<file path="src/design/fdrs_pkg.sv">
// Constants, field layouts and carriers for the FSK receive setup block.
// Assumes one 50 MHz clock shared with the demodulator datapath.
package fdrs_pkg;
    // ==========================================================
    // Bus and register map
    localparam int          AXI_AW         = 12;
    localparam logic [11:0] DEMOD_CFG_OFS  = 12'h000;
    localparam logic [11:0] DETECT_CFG_OFS = 12'h004;
    localparam logic [11:0] STATUS_OFS     = 12'h008;
    localparam logic [31:0] DEMOD_MASK     = 32'h3FFF_FFF0;
    localparam logic [31:0] DETECT_MASK    = 32'h0000_6FF0;
    localparam logic [31:0] DEMOD_RST      = 32'h0000_0000;
    localparam logic [31:0] DETECT_RST     = 32'h0000_0000;
    localparam logic [1:0]  RESP_OKAY      = 2'h0;
    localparam logic [1:0]  RESP_SLVERR    = 2'h2;
    // ==========================================================
    // Demodulator selection codes
    localparam logic [2:0]  SEL_LINEAR     = 3'h0;
    localparam logic [2:0]  SEL_CORR2      = 3'h1;
    localparam logic [2:0]  SEL_CORR3      = 3'h2;
    localparam logic [2:0]  SEL_CORR4      = 3'h3;
    // ==========================================================
    // Datapath
    localparam int          SAMPLE_W       = 12;
    localparam int          DLY_AW         = 6;
    localparam int          DLY_DEPTH      = 64;
    localparam logic [6:0]  PM_LEN0        = 7'h04;
    localparam logic [6:0]  PM_LEN1        = 7'h06;
    localparam logic [6:0]  PM_LEN2        = 7'h08;
    localparam logic [6:0]  PM_LEN3        = 7'h20;
    // Symbol codes: lowest level is 0, rising with frequency
    localparam logic [1:0]  SYM_L0         = 2'h0;
    localparam logic [1:0]  SYM_L1         = 2'h1;
    localparam logic [1:0]  SYM_L2         = 2'h2;
    localparam logic [1:0]  SYM_L3         = 2'h3;
    // ==========================================================
    // Register layouts
    typedef struct packed {
        logic [1:0] rsv_hi;
        logic [9:0] lowpass_cutoff_code;
        logic [9:0] correlator_bandwidth;
        logic [1:0] coef_parity;
        logic       coef_odd;
        logic [2:0] demod_select;
        logic [3:0] rsv_lo;
    } fdrs_demod_cfg_t;
    typedef struct packed {
        logic [16:0] rsv_hi;
        logic [1:0]  path_mem;
        logic        rsv_12;
        logic        viterbi_en;
        logic [6:0]  multilevel_threshold;
        logic [3:0]  rsv_lo;
    } fdrs_detect_cfg_t;
endpackage : fdrs_pkg

</file>
<file path="src/design/fdrs_top.sv">
// FSK receive setup: AXI4-Lite config registers plus demod selection,
// multi-level slicing and Viterbi-path latency for the received symbols.
// Assumes samples arrive from logic on the same clock as the bus.
//
// Our own choices: the register offsets and register access over AXI4-Lite.
`timescale 1ns/1ps
module fdrs_top
    import fdrs_pkg::*;
(
    input  wire logic                clk,
    input  wire logic                reset_n,
    input  wire logic [AXI_AW-1:0]   s_axi_awaddr,
    input  wire logic                s_axi_awvalid,
    output logic                     s_axi_awready,
    input  wire logic [31:0]         s_axi_wdata,
    input  wire logic [3:0]          s_axi_wstrb,
    input  wire logic                s_axi_wvalid,
    output logic                     s_axi_wready,
    output logic [1:0]               s_axi_bresp,
    output logic                     s_axi_bvalid,
    input  wire logic                s_axi_bready,
    input  wire logic [AXI_AW-1:0]   s_axi_araddr,
    input  wire logic                s_axi_arvalid,
    output logic                     s_axi_arready,
    output logic [31:0]              s_axi_rdata,
    output logic [1:0]               s_axi_rresp,
    output logic                     s_axi_rvalid,
    input  wire logic                s_axi_rready,
    input  wire logic                sample_valid,
    input  wire logic [SAMPLE_W-1:0] corr_sample,
    input  wire logic [SAMPLE_W-1:0] lin_sample,
    input  wire logic [SAMPLE_W-1:0] env_level,
    output logic [9:0]               correlator_bandwidth,
    output logic [9:0]               lowpass_cutoff_code,
    output logic                     coef_odd,
    output logic [1:0]               coef_parity,
    output logic [1:0]               symbol_out,
    output logic                     symbol_valid
);
    // ==========================================================
    // Register bus state
    logic [AXI_AW-1:0] awaddr_reg, awaddr_next;
    logic              aw_got_reg, aw_got_next;
    logic [31:0]       wdata_reg, wdata_next;
    logic [3:0]        wstrb_reg, wstrb_next;
    logic              w_got_reg, w_got_next;
    logic              bvalid_reg, bvalid_next;
    logic [1:0]        bresp_reg, bresp_next;
    logic              rvalid_reg, rvalid_next;
    logic [1:0]        rresp_reg, rresp_next;
    logic [31:0]       rdata_reg, rdata_next;
    logic [31:0]       demod_reg, demod_next;
    logic [31:0]       detect_reg, detect_next;
    logic              wr_do;
    fdrs_demod_cfg_t   dcfg;
    fdrs_detect_cfg_t  tcfg;

    function automatic logic [31:0] merge(input logic [31:0] old_v,
                                          input logic [31:0] new_v,
                                          input logic [3:0]  strb,
                                          input logic [31:0] mask);
        logic [31:0] r;
        r = old_v;
        for (int i = 0; i < 4; i++) begin
            if (strb[i]) begin
                r[8*i +: 8] = new_v[8*i +: 8];
            end
        end
        return r & mask;
    endfunction : merge

    assign dcfg          = fdrs_demod_cfg_t'(demod_reg);
    assign tcfg          = fdrs_detect_cfg_t'(detect_reg);
    assign s_axi_awready = !aw_got_reg && !bvalid_reg;
    assign s_axi_wready  = !w_got_reg && !bvalid_reg;
    assign s_axi_arready = !rvalid_reg;
    assign s_axi_bvalid  = bvalid_reg;
    assign s_axi_bresp   = bresp_reg;
    assign s_axi_rvalid  = rvalid_reg;
    assign s_axi_rresp   = rresp_reg;
    assign s_axi_rdata   = rdata_reg;
    assign wr_do         = aw_got_reg && w_got_reg && !bvalid_reg;

    // ==========================================================
    // Datapath state
    logic [1:0]        dly_mem [DLY_DEPTH];
    logic [DLY_AW-1:0] wr_ptr_reg, wr_ptr_next;
    logic [1:0]        sym_reg, sym_next;
    logic              sval_reg, sval_next;
    logic [DLY_AW-1:0] rd_idx;
    logic [6:0]        latency;
    logic [1:0]        sym_now;
    logic              mode_ok;
    logic              use_vit;
    logic signed [SAMPLE_W-1:0] thr_s;
    logic signed [SAMPLE_W-1:0] corr_s;

    // ==========================================================
    // Register bus next state
    always_comb begin
        awaddr_next = awaddr_reg;
        aw_got_next = aw_got_reg;
        wdata_next  = wdata_reg;
        wstrb_next  = wstrb_reg;
        w_got_next  = w_got_reg;
        bvalid_next = bvalid_reg;
        bresp_next  = bresp_reg;
        rvalid_next = rvalid_reg;
        rresp_next  = rresp_reg;
        rdata_next  = rdata_reg;
        demod_next  = demod_reg;
        detect_next = detect_reg;
        if (s_axi_awvalid && s_axi_awready) begin
            awaddr_next = s_axi_awaddr;
            aw_got_next = 1'b1;
        end
        if (s_axi_wvalid && s_axi_wready) begin
            wdata_next = s_axi_wdata;
            wstrb_next = s_axi_wstrb;
            w_got_next = 1'b1;
        end
        if (wr_do) begin
            aw_got_next = 1'b0;
            w_got_next  = 1'b0;
            bvalid_next = 1'b1;
            bresp_next  = RESP_OKAY;
            unique case ({awaddr_reg[AXI_AW-1:2], 2'b00})
                DEMOD_CFG_OFS:  demod_next  = merge(demod_reg, wdata_reg, wstrb_reg, DEMOD_MASK);
                DETECT_CFG_OFS: detect_next = merge(detect_reg, wdata_reg, wstrb_reg, DETECT_MASK);
                STATUS_OFS:     bresp_next  = RESP_OKAY;
                default:        bresp_next  = RESP_SLVERR;
            endcase
        end else if (bvalid_reg && s_axi_bready) begin
            bvalid_next = 1'b0;
        end
        if (s_axi_arvalid && s_axi_arready) begin
            rvalid_next = 1'b1;
            rresp_next  = RESP_OKAY;
            unique case ({s_axi_araddr[AXI_AW-1:2], 2'b00})
                DEMOD_CFG_OFS:  rdata_next = demod_reg;
                DETECT_CFG_OFS: rdata_next = detect_reg;
                // Live view of the decision path
                STATUS_OFS:     rdata_next = {19'h00000, latency, use_vit, dcfg.demod_select, sym_reg};
                default: begin
                    rdata_next = 32'h0000_0000;
                    rresp_next = RESP_SLVERR;
                end
            endcase
        end else if (rvalid_reg && s_axi_rready) begin
            rvalid_next = 1'b0;
        end
    end

    always_ff @(posedge clk or negedge reset_n) begin
        if (!reset_n) begin
            awaddr_reg <= '0;
            aw_got_reg <= 1'b0;
            wdata_reg  <= 32'h0000_0000;
            wstrb_reg  <= 4'h0;
            w_got_reg  <= 1'b0;
            bvalid_reg <= 1'b0;
            bresp_reg  <= RESP_OKAY;
            rvalid_reg <= 1'b0;
            rresp_reg  <= RESP_OKAY;
            rdata_reg  <= 32'h0000_0000;
            demod_reg  <= DEMOD_RST;
            detect_reg <= DETECT_RST;
        end else begin
            awaddr_reg <= awaddr_next;
            aw_got_reg <= aw_got_next;
            wdata_reg  <= wdata_next;
            wstrb_reg  <= wstrb_next;
            w_got_reg  <= w_got_next;
            bvalid_reg <= bvalid_next;
            bresp_reg  <= bresp_next;
            rvalid_reg <= rvalid_next;
            rresp_reg  <= rresp_next;
            rdata_reg  <= rdata_next;
            demod_reg  <= demod_next;
            detect_reg <= detect_next;
        end
    end

    assign correlator_bandwidth = dcfg.correlator_bandwidth;
    assign lowpass_cutoff_code  = dcfg.lowpass_cutoff_code;
    assign coef_odd             = dcfg.coef_odd;
    assign coef_parity          = dcfg.coef_parity;
    assign symbol_out           = sym_reg;
    assign symbol_valid         = sval_reg;

    // ==========================================================
    // Decision path
    assign thr_s  = signed'({5'h00, tcfg.multilevel_threshold});
    assign corr_s = signed'(corr_sample);

    always_comb begin
        unique case (tcfg.path_mem)
            2'h0: latency = 7'(PM_LEN0 << 1);
            2'h1: latency = 7'(PM_LEN1 << 1);
            2'h2: latency = 7'(PM_LEN2 << 1);
            2'h3: latency = 7'(PM_LEN3 << 1);
        endcase
    end

    // delay of twice the path memory; full depth wraps onto wr_ptr
    assign rd_idx = wr_ptr_reg - latency[DLY_AW-1:0];
    // Viterbi only meaningful on the 3FSK path
    assign use_vit = tcfg.viterbi_en && (dcfg.demod_select == SEL_CORR3);

    always_comb begin
        mode_ok = 1'b1;
        sym_now = SYM_L0;
        unique case (dcfg.demod_select)
            // linear path sliced against the envelope
            SEL_LINEAR: sym_now = {1'b0, signed'(lin_sample) > signed'(env_level)};
            // correlator output centred on zero, no baseline tracking
            SEL_CORR2:  sym_now = {1'b0, !corr_s[SAMPLE_W-1]};
            // symmetric thresholds, same field for both detectors
            SEL_CORR3: begin
                if (corr_s > thr_s) begin
                    sym_now = SYM_L2;
                end else if (corr_s < -thr_s) begin
                    sym_now = SYM_L0;
                end else begin
                    sym_now = SYM_L1;
                end
            end
            // outer pair programmable, middle fixed at zero
            SEL_CORR4: begin
                if (corr_s > thr_s) begin
                    sym_now = SYM_L3;
                end else if (!corr_s[SAMPLE_W-1]) begin
                    sym_now = SYM_L2;
                end else if (corr_s >= -thr_s) begin
                    sym_now = SYM_L1;
                end else begin
                    sym_now = SYM_L0;
                end
            end
            // Undefined selections emit nothing
            default: mode_ok = 1'b0;
        endcase
    end

    always_comb begin
        wr_ptr_next = wr_ptr_reg;
        sym_next    = sym_reg;
        sval_next   = sample_valid && mode_ok;
        if (sample_valid && mode_ok) begin
            wr_ptr_next = wr_ptr_reg + 1'b1;
            sym_next    = use_vit ? dly_mem[rd_idx] : sym_now;
        end
    end

    always_ff @(posedge clk or negedge reset_n) begin
        if (!reset_n) begin
            wr_ptr_reg <= '0;
            sym_reg    <= SYM_L0;
            sval_reg   <= 1'b0;
        end else begin
            wr_ptr_reg <= wr_ptr_next;
            sym_reg    <= sym_next;
            sval_reg   <= sval_next;
        end
    end

    // History is data only, so it needs no reset
    always_ff @(posedge clk) begin
        if (sample_valid && mode_ok) begin
            dly_mem[wr_ptr_reg] <= sym_now;
        end
    end

    // ==========================================================
    // Checks
    lin_route_a: assert property (@(posedge clk) disable iff (!reset_n)
        sample_valid && dcfg.demod_select == SEL_LINEAR && $stable(demod_reg)
        |=> symbol_valid && symbol_out == {1'b0, $past(signed'(lin_sample) > signed'(env_level))})
        else $error("linear path decision wrong");
    corr_two_a: assert property (@(posedge clk) disable iff (!reset_n)
        sample_valid && dcfg.demod_select == SEL_CORR2
        |=> symbol_valid && symbol_out == {1'b0, !$past(corr_sample[SAMPLE_W-1])})
        else $error("2FSK correlator decision wrong");
    corr_three_a: assert property (@(posedge clk) disable iff (!reset_n)
        sample_valid && dcfg.demod_select == SEL_CORR3 && !tcfg.viterbi_en && corr_s > thr_s
        |=> symbol_out == SYM_L2)
        else $error("3FSK threshold decision wrong");
    four_low_a: assert property (@(posedge clk) disable iff (!reset_n)
        sample_valid && dcfg.demod_select == SEL_CORR4 && corr_s < -thr_s
        |=> symbol_out == SYM_L0)
        else $error("4FSK lower threshold wrong");
    four_zero_a: assert property (@(posedge clk) disable iff (!reset_n)
        sample_valid && dcfg.demod_select == SEL_CORR4
        |=> symbol_out[1] == !$past(corr_sample[SAMPLE_W-1]))
        else $error("4FSK zero threshold wrong");
    vit_depth_a: assert property (@(posedge clk) disable iff (!reset_n)
        tcfg.path_mem == 2'h3 |-> rd_idx == wr_ptr_reg && latency == 7'h40)
        else $error("Viterbi latency not twice memory");
    bad_mode_a: assert property (@(posedge clk) disable iff (!reset_n)
        dcfg.demod_select[2] |=> !symbol_valid)
        else $error("undefined selection produced output");
    cfg_hold_a: assert property (@(posedge clk) disable iff (!reset_n)
        !wr_do |=> $stable(demod_reg) && $stable(detect_reg))
        else $error("config changed without host write");
    bresp_hold_a: assert property (@(posedge clk) disable iff (!reset_n)
        s_axi_bvalid && !s_axi_bready |=> s_axi_bvalid && $stable(s_axi_bresp))
        else $error("write response dropped");
    rd_answer_a: assert property (@(posedge clk) disable iff (!reset_n)
        s_axi_arvalid && s_axi_arready |=> s_axi_rvalid ##0 s_axi_rvalid [*1])
        else $error("read not answered next cycle");
endmodule : fdrs_top

</file>
<file path="config.mk">
export PLATFORM = sky130hd
export DESIGN_NAME = fdrs_top
export DESIGN_NICKNAME = d
export VERILOG_FILES = /design/src/design/fdrs_pkg.sv /design/src/design/fdrs_top.sv
export SDC_FILE = /design/constraint.sdc
export NUM_CORES = 1
export LEC_CHECK = 0
export ABC_AREA = 1
export BUFFER_PORTS_ARGS = -buffer_cell sky130_fd_sc_hd__buf_2
export CAP_MARGIN = 20
export CORE_MARGIN = 10
export CORE_UTILIZATION = 45
export DETAILED_ROUTE_END_ITERATION = 8
export PLACE_DENSITY_LB_ADDON = 0.3
export SYNTH_ARGS = -nofsm -noshare
export SYNTH_HDL_FRONTEND = slang
export SYNTH_SLANG_ARGS = --single-unit
</file>
<file path="constraint.sdc">
create_clock -name clk -period 5 [get_ports clk]
set_input_delay 0.25 -clock clk [delete_from_list [all_inputs] [get_ports clk]]
set_output_delay 0.25 -clock clk [all_outputs]
set_load 0.05 [all_outputs]
</file>
==> impl_metrics.ini <==
[clock_tree]
insertion_delay_ps = 530
cts_setup_buffers = 0
cts_tree = yes
htree_levels = 1
cts_max_path_buffers = 3
clock-sinks = 249
cts_inserted_buffers = 26
clock-root-buffer = clkbuf_16
clk_pin_slew_worst_paths_ps = 60

[final_layout]
drive_gt1_frac = 0.1659
regMostFlops = dly_mem
stdcell_count = 1764
final_cell_area_um2 = 13940
fillCellCount = 2319
syn_to_final_growth_pct = 18.31
nets = 1551
antenna_cells = 0
largest_reg_flops = 128

[synthesis]
avgSynthCellArea_um2 = 9.457
ys_warn_count = 0
seq_area_frac_synth = 0.5831
synth_seq_cells = 249
postSynth.asyncResetShare = 0.4859
netlist_area_um2 = 11780
synth_top_cell_by_area = edfxtp_1
synth_most_common_cell = nand2_1
synth_edf_count = 128
synth_top_area_frac = 0.3262
synthCells = 1246
yosys-top-cells-count = nand2_1, nor2_1, edfxtp_1, dfrtp_1, inv_1
synth_ff_type = edfxtp_1
synth_area_leaders = edfxtp_1, dfrtp_1, nand2_1
ys_types = 41

[power_and_ir_drop]
power_mw = 6.520
vdd_drop_max_v = 0.0003491
p_leak_nw = 6.283
p_per_area_nw_per_um2 = 467.7

[placement]
dpl_cell_area_um2 = 12650
port_buffers = 156
gp_congestion = 0.8840
hpwlAfterDp_um = 19590
dp_cells = 1674

[sta]
finalCritPeriodShare = 0.6666
worst_pin_slew_ps = 933.6
rsz0062_at_grt = false
slew_headroom = 0.3776
hold_slack_ps = 85.02
fin_tns_setup_ps = 0
finClkSkew_ps = 11.81
finalHoldViolCount = 0
fin_crit_ps = 3333
setup_violations = 0
clock.fmax_mhz = 300.0
maxSlewViolCount = 0

[floorplan]
die_area_um2 = 33060
die-height_um = 181.8
die_w_um = 181.8
rows = 59
core_area_um2 = 25910
initial_core_util = 0.4548
ios = 171

[worst_setup_path]
cp.required_ps = 5240
crit_arrival_ps = 3570
critPathCaptureType = flip-flop
critPathKind = reg -> reg
r2r_slack_ps = 1670
worstPathMaxFanout = 64
worstSetupStartpointType = flip-flop

[drt]
antenna_left = 0
dr.pass1.iters = 5
via_count = 9093
wl_um = 29730
drcViolationCount = 0
routed_via_density = 5.155
wire_per_inst_um = 16.85
drt_iter0_drc = 625

[grt]
grt_usage = 0.1745
grt_max_degree = 80
antenna_found_initial = 0
grt_pass1_vias = 9320
grt_pass1_wl_um = 47470
grt_overflow_total = 0

[flow_run]
drv_cap = 0

[outcome]
outcome = completed

[worst_hold_path]
min_path_type = in -> reg
[power by group]
group	switching, mW	internal [mW]
Combinational	1.48	0.626
Clock	0.775	1.10
Sequential	0.126	2.42
Total	2.38	4.14
[cell usage in the layout, fill, tap and decap left out, types with 2 or more instances in the layout]
cell,instances
nand2_1,273
nor2_1,165
buf_2,155
edfxtp_1,128
dfrtp_1,120
inv_1,116
nand3_1,89
o21ai_0,86
a21oi_1,54
dlygate4sd3_1,43
ha_1,35
clkbuf_16,28
nor3_1,15
o21ai_2,14
xor2_1,11
o211ai_1,11
nand4_1,9
mux2_2,9
clkbuf_1,8
buf_4,8
a22o_1,6
o22ai_1,5
clkbuf_8,5
conb_1,4
clkinv_1,3
clkinv_2,3
a21o_1,2
inv_2,2
o31ai_1,2
[stage by stage]
step	worst slack, ps	util
after global routing	1394	0.5380
after floorplan	523.7	-
final	1667	0.5380
after detailed placement	1724	0.4883
after CTS	1700	0.5373
after global placement	1776	0.4883
[logic make-up after synthesis]
kind of cell	after synthesis	share of synthesized area
mux	9	0.008601
buf+inv	194	0.07358
fa+ha+maj	36	0.03886
xor+xnor	11	0.008176
simple gates	562	0.1985
compound gates	184	0.08887
other cells	1	0.0003182
flops	249	0.5831
[metal layers]
layer | wire (um) | track usage | vias to the layer above
met5 | 0 | 0 | -
met4 | 852 | 0.05760 | 0
met3 | 2633 | 0.05368 | 61
met2 | 14360 | 0.3012 | 297
met1 | 11890 | 0.2015 | 4297
li1 | - | - | 4438
[what timing repair did]
action | 4_1_cts | 5_1_grt
hold endpoints to repair | 115 | 0
gates resized for setup | 0 | 0
hold buffers | 43 | 0
[worst max-delay path, cell delays in order, from the launching register on]
cell and delay [ps]:
dfrtp_1 420, nor3_1 300, inv_1 70, nor3_1 290, nand2_1 140, nor2_1 170, ha_1 290, nand2_1 100
inv_1 40, nand2_1 60, nor2_1 60, nand2_1 100, nand4_1 110, nand3_1 100, nand2_1 50, nand2_1 60
nand2_1 70, nand2_1 70, buf_4 510
[layout make-up]
cell class | instances | area [um^2] | area share
clock buffers | 41 | 799.5 | 0.05735
clock inverters | 5 | 38.79 | 0.002782
inverters | 121 | 454.2 | 0.03258
multi-input cells | 806 | 4070 | 0.2920
flip-flops and latches | 249 | 6873 | 0.4930
well taps | 335 | 419.2 | 0.03007
repair buffers | 207 | 1286 | 0.09226
[worst paths after layout]
path,from,to,cells past startpoint
setup / recovery,detect_reg[6],dly_mem[41][0],18
hold / removal,sample_valid,symbol_out[0],4
max in group asynchronous,reset_n,wr_ptr_reg[0],3
min in group asynchronous,reset_n,wdata_reg[6],2
setup reg to reg,detect_reg[6],dly_mem[41][0],18
hold reg to reg,s_axi_rdata[20],s_axi_rdata[20],2
Power figures use the tool's default switching activity.
